===== config.mk =====
export PLATFORM = sky130hd
export DESIGN_NAME = pcsr_regs
export DESIGN_NICKNAME = d
export VERILOG_FILES = /design/src/logic/pcsr_pkg.sv /design/src/logic/pcsr_regs.sv
export SDC_FILE = /design/constraint.sdc
export NUM_CORES = 1
export LEC_CHECK = 0
export ABC_AREA = 1
export BUFFER_PORTS_ARGS = -buffer_cell sky130_fd_sc_hd__buf_4
export CAP_MARGIN = 20
export CELL_PAD_IN_SITES_DETAIL_PLACEMENT = 1
export CELL_PAD_IN_SITES_GLOBAL_PLACEMENT = 2
export CORE_MARGIN = 3
export CORE_UTILIZATION = 30
export CTS_BUF_LIST = sky130_fd_sc_hd__clkbuf_4
export CTS_CLUSTER_SIZE = 28
export DETAILED_ROUTE_END_ITERATION = 16
export GPL_ROUTABILITY_DRIVEN = 1
export MAX_ROUTING_LAYER = met4
export PLACE_DENSITY = 0.87
export SYNTH_ARGS = -nofsm -noshare
export SYNTH_HDL_FRONTEND = slang
export SYNTH_SLANG_ARGS = --single-unit

===== constraint.sdc =====
create_clock -name CLK_SYS -period 5.13 [get_ports CLK_SYS]
set_clock_uncertainty 0.05 [all_clocks]
set_input_delay 1.026 -clock CLK_SYS [delete_from_list [all_inputs] [get_ports CLK_SYS]]
set_output_delay 1.026 -clock CLK_SYS [all_outputs]
set_load 0.02 [all_outputs]

===== src/logic/pcsr_pkg.sv =====
/*
 * constants, field layout and types of the phy control/status register bank.
 * assumes a 50 MHz system clock and 32-bit AXI4-Lite data.
 */
`default_nettype none

package pcsr_pkg;
    // ========================================================================
    // register indices; byte address is four times the index
    // ========================================================================
    localparam int ADDR_W = 12;
    localparam int IDX_W = 10;
    localparam logic [IDX_W-1:0] IDX_TIMING = 10'h0D6;
    localparam logic [IDX_W-1:0] IDX_PHYRST = 10'h0D8;
    localparam logic [IDX_W-1:0] IDX_CTRL = 10'h0E4;
    localparam logic [IDX_W-1:0] IDX_STAT = 10'h0E6;
    localparam logic [IDX_W-1:0] IDX_IDLO = 10'h0E8;
    localparam logic [IDX_W-1:0] IDX_IDHI = 10'h0EA;
    localparam logic [IDX_W-1:0] IDX_PMCTL = 10'h0F0;

    // ========================================================================
    // field positions
    // ========================================================================
    localparam int WAKE_MSB = 15;
    localparam int WAKE_LSB = 8;
    localparam int SLEEP_MSB = 7;
    localparam int SLEEP_LSB = 0;
    localparam int PHYRST_BIT = 0;
    localparam int CTRL_LOOP = 14;
    localparam int CTRL_F100 = 13;
    localparam int CTRL_AN_EN = 12;
    localparam int CTRL_AN_RST = 9;
    localparam int CTRL_FDX = 8;
    localparam int CTRL_ALTX = 5;
    localparam int CTRL_FMDI = 4;
    localparam int CTRL_NOMDIX = 3;
    localparam int CTRL_TXOFF = 1;
    localparam int CTRL_LEDOFF = 0;
    localparam int STAT_AN_DONE = 5;
    localparam int STAT_LINK = 2;
    localparam int PM_MODE_MSB = 1;
    localparam int PM_LP_BIT = 8;

    // ========================================================================
    // reset values and masks
    // ========================================================================
    localparam logic [15:0] TIMING_RST = 16'h080C;
    localparam logic [15:0] CTRL_RST = 16'h3120;
    localparam logic [15:0] CTRL_WMASK = 16'h7F3F;
    localparam logic [15:0] STAT_CONST = 16'h3050;
    localparam logic [1:0] RESP_OKAY = 2'h0;
    localparam logic [1:0] RESP_SLVERR = 2'h2;

    // ========================================================================
    // timing
    // ========================================================================
    localparam int CLK_PERIOD_NS = 20;
    localparam int MS_NS = 1000000;
    localparam int CYC_PER_MS = MS_NS / CLK_PERIOD_NS;
    localparam logic [17:0] WAKE_UNIT_MS = 18'h00010;
    localparam logic [17:0] SLEEP_UNIT_MS = 18'h003E8;

    typedef enum logic [1:0] {
        PCSR_PM_NORMAL = 2'b00,
        PCSR_PM_ENERGY = 2'b01,
        PCSR_PM_RSVD = 2'b10,
        PCSR_PM_SAVE = 2'b11
    } pcsr_pm_t;
endpackage

`default_nettype wire


===== src/logic/pcsr_regs.sv =====
/*
 * phy control/status register bank with energy-detect power sequencing,
 * reached over AXI4-Lite.
 * assumes the analog phy drives energy, link and negotiation levels
 * asynchronously; the bus master runs on CLK_SYS.
 */
`timescale 1ns/1ps
`default_nettype none

// Overview of operation
// RULE1 - wake after energy for wake field times 16ms
// RULE2 - sleep after no energy for go-sleep seconds
// RULE3 - software never writes zero timing fields
// RULE4 - phy reset bit pulses, reads back zero
// RULE5 - control bit 14 loops host data back
// RULE6 - bit 13 forces 100 or 10 Mbps
// RULE7 - bit 12 enables auto-negotiation, resets one
// RULE8 - bit 9 restarts auto-negotiation
// RULE9 - bit 8 forces full or half duplex
// RULE10 - bit 5 picks alternate or native crossover
// RULE11 - bit 4 forces MDI or MDI-X
// RULE12 - bit 3 disables automatic crossover
// RULE13 - bit 1 disables the transmitter
// RULE14 - bit 0 switches all LEDs off
// RULE15 - status capability bits are read-only constants
// RULE16 - status bit 5 shows negotiation complete
// RULE17 - status bit 2 shows link up
// RULE18 - two read-only 16-bit identifier words
// RULE19 - mode code 01 selects energy detect
// RULE20 - interrupted condition restarts duration timer
module pcsr_regs
    import pcsr_pkg::*;
#(
    parameter int CYC_PER_MS = pcsr_pkg::CYC_PER_MS,
    parameter logic [15:0] ID_LOW = 16'hA5C3,  // arbitrary value
    parameter logic [15:0] ID_HIGH = 16'h5A3C  // arbitrary value
)
(
    input wire logic CLK_SYS,
    input wire logic RST,
    input wire logic CE,
    input wire logic [pcsr_pkg::ADDR_W-1:0] S_AXI_AWADDR,
    input wire logic S_AXI_AWVALID,
    output logic S_AXI_AWREADY,
    input wire logic [31:0] S_AXI_WDATA,
    input wire logic [3:0] S_AXI_WSTRB,
    input wire logic S_AXI_WVALID,
    output logic S_AXI_WREADY,
    output logic [1:0] S_AXI_BRESP,
    output logic S_AXI_BVALID,
    input wire logic S_AXI_BREADY,
    input wire logic [pcsr_pkg::ADDR_W-1:0] S_AXI_ARADDR,
    input wire logic S_AXI_ARVALID,
    output logic S_AXI_ARREADY,
    output logic [31:0] S_AXI_RDATA,
    output logic [1:0] S_AXI_RRESP,
    output logic S_AXI_RVALID,
    input wire logic S_AXI_RREADY,
    input wire logic ENERGY_DET,
    input wire logic LINK_UP_IN,
    input wire logic AN_DONE_IN,
    output logic LOW_POWER,
    output logic PHY_RESET,
    output logic HOST_SIDE_LOOPBACK,
    output logic FORCE_100,
    output logic AUTO_NEGOTIATION_EN,
    output logic AUTO_NEGOTIATION_RESTART,
    output logic FORCE_FULL_DUPLEX,
    output logic ALT_CROSSOVER_SELECT,
    output logic FORCE_MDI,
    output logic CROSSOVER_DISABLE,
    output logic TX_DISABLE,
    output logic LED_DISABLE
);
    import pcsr_pkg::*;

    // ========================================================================
    // helpers
    // ========================================================================
    function automatic logic [IDX_W-1:0] idx_of(
        input logic [ADDR_W-1:0] addr
    );
        idx_of = addr[ADDR_W-1:2];
    endfunction

    function automatic logic [15:0] merge16(
        input logic [15:0] old_v,
        input logic [31:0] data,
        input logic [3:0] strb,
        input logic [15:0] wmask
    );
        logic [15:0] lane;
        lane = {{8{strb[1]}}, {8{strb[0]}}} & wmask;
        merge16 = (old_v & ~lane) | (data[15:0] & lane);
    endfunction

    // ========================================================================
    // state
    // ========================================================================
    logic [2:0] sync1_r;
    logic [2:0] sync2_r;
    logic [15:0] timing_r;
    logic [15:0] ctrl_r;
    pcsr_pm_t mode_r;
    logic low_power_r;
    logic phy_reset_r;
    logic [31:0] prescale_r;
    logic [17:0] ms_cnt_r;
    logic aw_hold_r;
    logic w_hold_r;
    logic [ADDR_W-1:0] awaddr_r;
    logic [31:0] wdata_r;
    logic [3:0] wstrb_r;
    logic awready_r;
    logic wready_r;
    logic bvalid_r;
    logic [1:0] bresp_r;
    logic arready_r;
    logic rvalid_r;
    logic [1:0] rresp_r;
    logic [31:0] rdata_r;

    // ========================================================================
    // pin synchronisers: energy, link, negotiation done
    // ========================================================================
    always_ff @(posedge CLK_SYS)
    begin
        if (RST)
        begin
            sync1_r <= 3'h0;
            sync2_r <= 3'h0;
        end
        else if (CE)
        begin
            sync1_r <= {AN_DONE_IN, LINK_UP_IN, ENERGY_DET};
            sync2_r <= sync1_r;
        end
    end

    wire logic energy = sync2_r[0];
    wire logic link_up = sync2_r[1];
    wire logic an_done = sync2_r[2];

    // ========================================================================
    // write channel
    // ========================================================================
    wire logic aw_take = S_AXI_AWVALID && awready_r;
    wire logic w_take = S_AXI_WVALID && wready_r;
    wire logic do_wr = aw_hold_r && w_hold_r && !bvalid_r;
    wire logic [IDX_W-1:0] wr_idx = idx_of(awaddr_r);
    wire logic wr_timing = do_wr && (wr_idx == IDX_TIMING);
    wire logic wr_phyrst = do_wr && (wr_idx == IDX_PHYRST);
    wire logic wr_ctrl = do_wr && (wr_idx == IDX_CTRL);
    wire logic wr_pm = do_wr && (wr_idx == IDX_PMCTL);
    wire logic wr_ro = (wr_idx == IDX_STAT) || (wr_idx == IDX_IDLO) ||
        (wr_idx == IDX_IDHI);
    wire logic wr_hit = (wr_idx == IDX_TIMING) || (wr_idx == IDX_PHYRST) ||
        (wr_idx == IDX_CTRL) || (wr_idx == IDX_PMCTL) || wr_ro;

    always_ff @(posedge CLK_SYS)
    begin
        if (RST)
        begin
            aw_hold_r <= 1'b0;
            w_hold_r <= 1'b0;
            awaddr_r <= '0;
            wdata_r <= 32'h0;
            wstrb_r <= 4'h0;
            awready_r <= 1'b1;
            wready_r <= 1'b1;
            bvalid_r <= 1'b0;
            bresp_r <= RESP_OKAY;
        end
        else if (CE)
        begin
            if (aw_take)
            begin
                aw_hold_r <= 1'b1;
                awaddr_r <= S_AXI_AWADDR;
                awready_r <= 1'b0;
            end
            if (w_take)
            begin
                w_hold_r <= 1'b1;
                wdata_r <= S_AXI_WDATA;
                wstrb_r <= S_AXI_WSTRB;
                wready_r <= 1'b0;
            end
            if (do_wr)
            begin
                aw_hold_r <= 1'b0;
                w_hold_r <= 1'b0;
                awready_r <= 1'b1;
                wready_r <= 1'b1;
                bvalid_r <= 1'b1;
                bresp_r <= wr_hit ? RESP_OKAY : RESP_SLVERR;
            end
            else if (bvalid_r && S_AXI_BREADY)
                bvalid_r <= 1'b0;
        end
    end

    // ========================================================================
    // software registers
    // ========================================================================
    wire logic [15:0] pm_word = {7'h00, low_power_r, 6'h00, mode_r};

    always_ff @(posedge CLK_SYS)
    begin
        if (RST)
        begin
            timing_r <= TIMING_RST;                          // see RULE1
            ctrl_r <= CTRL_RST;                              // see RULE7
            mode_r <= PCSR_PM_NORMAL;
            phy_reset_r <= 1'b0;
        end
        else if (CE)
        begin
            phy_reset_r <= wr_phyrst && wstrb_r[0] &&
                wdata_r[PHYRST_BIT];                         // see RULE4
            if (wr_timing)
                timing_r <= merge16(timing_r, wdata_r, wstrb_r,
                    16'hFFFF);                               // see RULE3
            if (wr_ctrl)
                ctrl_r <= merge16(ctrl_r, wdata_r, wstrb_r,
                    CTRL_WMASK);                             // see RULE8
            if (wr_pm && wstrb_r[0])
                mode_r <= pcsr_pm_t'(wdata_r[PM_MODE_MSB:0]);
        end
    end

    // ========================================================================
    // read channel
    // ========================================================================
    wire logic [IDX_W-1:0] rd_idx = idx_of(S_AXI_ARADDR);
    wire logic [15:0] stat_word = STAT_CONST |
        (16'(an_done) << STAT_AN_DONE) |                     // see RULE16
        (16'(link_up) << STAT_LINK);                         // see RULE17
    wire logic rd_hit = (rd_idx == IDX_TIMING) || (rd_idx == IDX_PHYRST) ||
        (rd_idx == IDX_CTRL) || (rd_idx == IDX_STAT) ||
        (rd_idx == IDX_IDLO) || (rd_idx == IDX_IDHI) ||
        (rd_idx == IDX_PMCTL);
    logic [15:0] rd_word;

    // phy reset word always reads zero
    always_comb
    begin
        if (rd_idx == IDX_TIMING)
            rd_word = timing_r;
        else if (rd_idx == IDX_CTRL)
            rd_word = ctrl_r;
        else if (rd_idx == IDX_STAT)
            rd_word = stat_word;                             // see RULE15
        else if (rd_idx == IDX_IDLO)
            rd_word = ID_LOW;                                // see RULE18
        else if (rd_idx == IDX_IDHI)
            rd_word = ID_HIGH;                               // see RULE18
        else if (rd_idx == IDX_PMCTL)
            rd_word = pm_word;
        else
            rd_word = 16'h0000;
    end

    wire logic ar_take = S_AXI_ARVALID && arready_r;

    always_ff @(posedge CLK_SYS)
    begin
        if (RST)
        begin
            arready_r <= 1'b1;
            rvalid_r <= 1'b0;
            rresp_r <= RESP_OKAY;
            rdata_r <= 32'h0;
        end
        else if (CE)
        begin
            if (ar_take)
            begin
                arready_r <= 1'b0;
                rvalid_r <= 1'b1;
                rdata_r <= {16'h0000, rd_word};
                rresp_r <= rd_hit ? RESP_OKAY : RESP_SLVERR;
            end
            else if (rvalid_r && S_AXI_RREADY)
            begin
                rvalid_r <= 1'b0;
                arready_r <= 1'b1;
            end
        end
    end

    // ========================================================================
    // energy-detect power sequencing
    // ========================================================================
    wire logic ed_mode = (mode_r == PCSR_PM_ENERGY);         // see RULE19
    // in low power we wait for energy, in normal power for its absence
    wire logic qual = low_power_r ? energy : !energy;
    wire logic [17:0] ms_target = low_power_r ?
        18'(18'(timing_r[WAKE_MSB:WAKE_LSB]) * WAKE_UNIT_MS) :
        18'(18'(timing_r[SLEEP_MSB:SLEEP_LSB]) * SLEEP_UNIT_MS);
    wire logic ms_tick = (prescale_r == 32'(CYC_PER_MS - 1));
    wire logic period_met = (ms_cnt_r >= ms_target);

    always_ff @(posedge CLK_SYS)
    begin
        if (RST)
        begin
            prescale_r <= 32'h0;
            ms_cnt_r <= 18'h0;
            low_power_r <= 1'b0;
        end
        else if (CE)
        begin
            if (!ed_mode)
            begin
                prescale_r <= 32'h0;
                ms_cnt_r <= 18'h0;
                low_power_r <= 1'b0;
            end
            else if (!qual)
            begin
                prescale_r <= 32'h0;                         // see RULE20
                ms_cnt_r <= 18'h0;                           // see RULE20
            end
            else if (period_met)
            begin
                low_power_r <= !low_power_r;                 // see RULE1
                prescale_r <= 32'h0;
                ms_cnt_r <= 18'h0;
            end
            else if (ms_tick)
            begin
                prescale_r <= 32'h0;
                ms_cnt_r <= ms_cnt_r + 18'h1;                // see RULE2
            end
            else
                prescale_r <= prescale_r + 32'h1;
        end
    end

    // ========================================================================
    // outputs
    // ========================================================================
    assign S_AXI_AWREADY = awready_r;
    assign S_AXI_WREADY = wready_r;
    assign S_AXI_BVALID = bvalid_r;
    assign S_AXI_BRESP = bresp_r;
    assign S_AXI_ARREADY = arready_r;
    assign S_AXI_RVALID = rvalid_r;
    assign S_AXI_RRESP = rresp_r;
    assign S_AXI_RDATA = rdata_r;
    assign LOW_POWER = low_power_r;
    assign PHY_RESET = phy_reset_r;
    assign HOST_SIDE_LOOPBACK = ctrl_r[CTRL_LOOP];          // see RULE5
    assign FORCE_100 = ctrl_r[CTRL_F100];                    // see RULE6
    assign AUTO_NEGOTIATION_EN = ctrl_r[CTRL_AN_EN];         // see RULE7
    assign AUTO_NEGOTIATION_RESTART = ctrl_r[CTRL_AN_RST];   // see RULE8
    assign FORCE_FULL_DUPLEX = ctrl_r[CTRL_FDX];             // see RULE9
    assign ALT_CROSSOVER_SELECT = ctrl_r[CTRL_ALTX];         // see RULE10
    assign FORCE_MDI = ctrl_r[CTRL_FMDI];                    // see RULE11
    assign CROSSOVER_DISABLE = ctrl_r[CTRL_NOMDIX];          // see RULE12
    assign TX_DISABLE = ctrl_r[CTRL_TXOFF];                  // see RULE13
    assign LED_DISABLE = ctrl_r[CTRL_LEDOFF];                // see RULE14
endmodule

`default_nettype wire


# Word level (Yosys, flattened, before mapping)
# Cells that the tools add are included.
# op_classes
reduce_logical,46
n_eq_ne,19
n_mul,1
addsub,2
bitwise_logic,9
magnitude_cmp,1
muxes,35
# ops
operator,n
$eq A10 B8 Y1 const B,14
$mux W32,4
$mux W18,5
$mux W16,4
$and A16 B16 Y16,3
$add A32 B1 Y32 const B,1
$eq A32 B16 Y1 const B,1
$or A16 B16 Y16,2
$reduce_and A2 Y1,12
$add A18 B1 Y18 const B,1
$ge A18 B18 Y1,1
$mux W1,18
$and A16 B15 Y16,1
$not A15 Y16,1
$not A16 Y16,1
$mul A8 B7 Y15 const B,1
$mux W15,1
$logic_and A1 B1 Y1,14
$or A14 B3 Y14,1
$logic_or A1 B1 Y1,12
$mux W9,1
$reduce_bool A2 Y1,4
$mux W2,2
$ne A2 B1 Y1 const B,2
4 further kinds,6
# totals
regBits,149
output_inout_bits,53
word_cells,135
input_bits,71

# Depth between registers and ports, before layout
# depth
depth_word,8
mapped_depth,29
mapped_depth_nobuf,28

# Worst setup path after synthesis
# OpenSTA, ideal clock, no wires.
# synth_path
path_kind,flip-flop to flip-flop
startpoint,reg with a tool-made name
endpoint,reg ms_cnt_r[13]
path_buffers,1
t_required_ps,5016
setup_ps,64
path_stages_with_launch,27
arrival_time_ps,4801
path_slack_ps,215
synth_period_minus_slack_ps,4915
cell_sequence,dfxtp_1 fa_1 inv_1 fa_1 fa_1 fa_1 inv_1 ha_1 a21oi_1 o21ai_0 a21oi_1 o21ai_0 a21oi_1 o21ai_0 ha_1 nand2_1 nand2_1 a21oi_1 nor2_1 nor2_2 buf_4 nand3_4 inv_2 o21ai_0 nand2_1 nand2_1 nor2_1
# synth_rtl
item,line_no,rtl
end signal: assignment,pcsr_regs.sv:334,ms_cnt_r <= ms_cnt_r + 18'h1;
end: declaration,pcsr_regs.sv:108,logic [17:0] ms_cnt_r;

==> flow_summary.json <==
{
  "cts.reportedPaths.clkPinSlew_ns": 0.15,
  "grt_max_degree": 47,
  "start_kind": "register",
  "rsz0062_at_grt": "true",
  "coreArea_um2": 28320,
  "path_class": "register to register",
  "largest_delay_contributor_family_on_the_critical_path": "adder cells",
  "cts_buffers": 17,
  "finalInstanceArea_um2": 10700,
  "slew_viol_final": 0,
  "ctsHoldBuffers": 0,
  "gpl.final_weighted_congestion": 0.8325,
  "ys_warn_count": 0,
  "cp.required_ns": 5.54,
  "endpoint_kind": "register",
  "grt_pass1_wl_um": 43130,
  "total_vias_in_the_final_route": 8298,
  "fraction_of_final_layout_cells_sized_beyond_drive_strength_1": 0.1951,
  "ys_ff_latch": 142,
  "clockBufferDepth": 2,
  "synth.cell_area_um2": 8780,
  "critical_path_arrival_ns": 5.57,
  "gr-total-overflow": 0,
  "place.detailed.hpwl_um": 19870,
  "postSynthAreaPerCell_um2": 7.150,
  "drtIter0Drc": 325,
  "synthToLayoutAreaGrowth_pct": 21.92,
  "postSynth.asyncResetShare": 0,
  "syn_inst": 1228,
  "yosys_most_used_dff": "dfxtp_1",
  "path_common_cell": "nand2_1",
  "drv_cap": 0,
  "achievable-frequency_ghz": 0.1938,
  "drt_wl_total_um": 26800,
  "vdd.ir_drop.worst_mv": 0.1688,
  "remaining_routing_drc_violations": 0,
  "nets": 1493,
  "cp_max_fo": 20,
  "final.setup.worst_slack_ns": -0.02996,
  "post_synth_num_cell_types": 47,
  "grt_pass1_vias": 8492,
  "port_buffers": 83,
  "setup_total_negative_slack_ns": -0.1257,
  "part_of_the_cycle_the_worst_path_needs": 1.006,
  "run_status": "finished, violations left",
  "hold_path_class": "register to register",
  "slowest_stage": "fa_1",
  "final-setup-viol-count": 9,
  "finalWorstPathRequiredPeriod_ns": 5.160,
  "placedInstanceArea_um2": 9988,
  "boundaryPins": 124,
  "p_per_area_nw_per_um2": 199.4,
  "htree_num_levels": 4,
  "antenna_left": 0,
  "critical_path.max_stage_delay_ns": 0.54,
  "wl_per_cell_um": 15.43,
  "placement_rows": 61,
  "number_of_antenna_violations_at_the_first_check_in_global_routing": 1,
  "die_height_um": 177.1,
  "num-fill-cells": 3540,
  "tritoncts": "yes",
  "clk_root_buffer_cell": "clkbuf_4",
  "clk-insertion-delay-late_ns": 0.56,
  "failed_checks": "negative setup slack",
  "hold-worst-slack_ns": 0.4237,
  "routed_via_density": 4.777,
  "tightest_slew_ns": 1.009,
  "critical_path.n_buffers_inverters": 5,
  "gr-usage-all-layers": 0.1752,
  "sinks_on_clock_net": 142,
  "timing_hold_violations_final": 0,
  "initial_core_util": 0.3101,
  "detail_route.first_pass.iterations": 4,
  "synth-edff-count": 0,
  "leakagePower_nw": 4.719,
  "timing.slew.headroom": 0.3269,
  "yosysSeqAreaShare": 0.3238,
  "die-width_um": 177.1,
  "floorplan_die_area_um2": 31350
}
==> Yosys cell counts (all sizes together) (2+ instances only) <==
| cell | n | area share |
|---|---|---|
| a21oi | 112 | 0.064 |
| a31oi | 2 | 0.0014 |
| buf | 36 | 0.029 |
| clkbuf | 21 | 0.0090 |
| dfxtp | 142 | 0.32 |
| fa | 21 | 0.048 |
| ha | 56 | 0.080 |
| inv | 184 | 0.079 |
| nand2 | 223 | 0.097 |
| nand3 | 75 | 0.045 |
| nand3b | 3 | 0.0040 |
| nand4 | 24 | 0.019 |
| nor2 | 135 | 0.061 |
| nor3 | 37 | 0.028 |
| nor4 | 3 | 0.0021 |
| o2111ai | 4 | 0.0040 |
| o211ai | 14 | 0.012 |
| o21ai | 99 | 0.056 |
| or2 | 2 | 0.0014 |
| xnor2 | 5 | 0.0071 |
| xor2 | 20 | 0.020 |
==> what timing repair did <==
item	4_1_cts	5_1_grt
setup buffers	4	2
setup endpoints to repair	51	51
gates resized for setup	48	51
gates cloned	0	1
pin swaps	19	30
==> placed cells by master (no fill, tap or decap), types with 9 or more instances in the layout <==
cell type,instances
nand2_1,207
inv_1,172
dfxtp_1,136
buf_4,128
nor2_1,121
a21oi_1,100
o21ai_0,82
nand3_1,70
ha_1,49
nand4_1,23
nor3_1,22
fa_1,21
xor2_1,20
conb_1,18
clkbuf_4,17
o21ai_1,14
o211ai_1,14
nand2_2,13
a21oi_2,10
nor2_2,10
inv_2,10
nor3_2,9
==> metal layers <==
| layer | up-vias | track usage | wire (um) |
|---|---|---|---|
| met3 | 13 | 0.02488 | 1000 |
| li1 | 4190 | - | - |
| met2 | 130 | 0.2827 | 12500 |
| met5 | - | - | 0 |
| met4 | 0 | 0.02815 | 195 |
| met1 | 3965 | 0.2382 | 13100 |
==> report_power, final <==
part           internal, mW  switching [mW]  total (mW)
sequential             1.13          0.0183        1.15
combinational        0.0793           0.140       0.219
clock                 0.266           0.500       0.766
total                  1.48           0.658        2.13
==> worst reg2reg max path: cells and delay by family, from the launching register on <==
family,cells,cell delay [ns]
compound gates,1,0.06
fa+ha+maj,6,2.48
simple gates,16,1.43
xor+xnor,1,0.18
buf+inv,5,0.49
flops,1,0.39
==> cell families after synthesis <==
group | after synthesis | share of synthesized area
adder cells (fa/ha/maj) | 77 | 0.1277
other | 1 | 0.0004271
XOR/XNOR | 25 | 0.02708
AO/OA/AOI/OAI | 239 | 0.1452
buffers and inverters | 241 | 0.1170
multiplexers | 1 | 0.001140
flip-flops | 142 | 0.3238
AND/OR/NAND/NOR | 502 | 0.2577
==> final timing paths <==
| path | start | endpoint | slack [ns] | depth (start not counted) |
|---|---|---|---|---|
| min | awaddr_r[11] | awaddr_r[11] | 0.42 | 2 |
| max | register | ms_cnt_r[7] | -0.03 | 29 |
| min reg2reg | awaddr_r[11] | awaddr_r[11] | 0.42 | 2 |
| max reg2reg | register | ms_cnt_r[7] | -0.03 | 29 |
==> final cells by class <==
type	instances	area, um^2	area share
clock inverters	15	165.2	0.01543
multi-input cells	862	5260	0.4914
diodes	1	2.502	0.0002338
clock buffers	17	127.6	0.01192
flip-flops and latches	142	2860	0.2672
well taps	378	473.0	0.04418
repair buffers	138	1117	0.1044
inverters	184	698.2	0.06523
==> through the flow <==
step	total power [mW]	setup slack (ns)	utilization	std cells
2_1_floorplan	1.308	0.2150	-	1245
3_3_place_gp	1.382	-0.3007	0.3527	1697
3_5_place_dp	1.388	-0.3830	0.3527	1697
4_1_cts	2.165	-0.02483	0.3695	1733
5_1_grt	2.244	-0.3489	0.3780	1737
6_report	2.134	-0.02996	0.3780	1737
No activity file was read; power rests on OpenSTA's default activity.
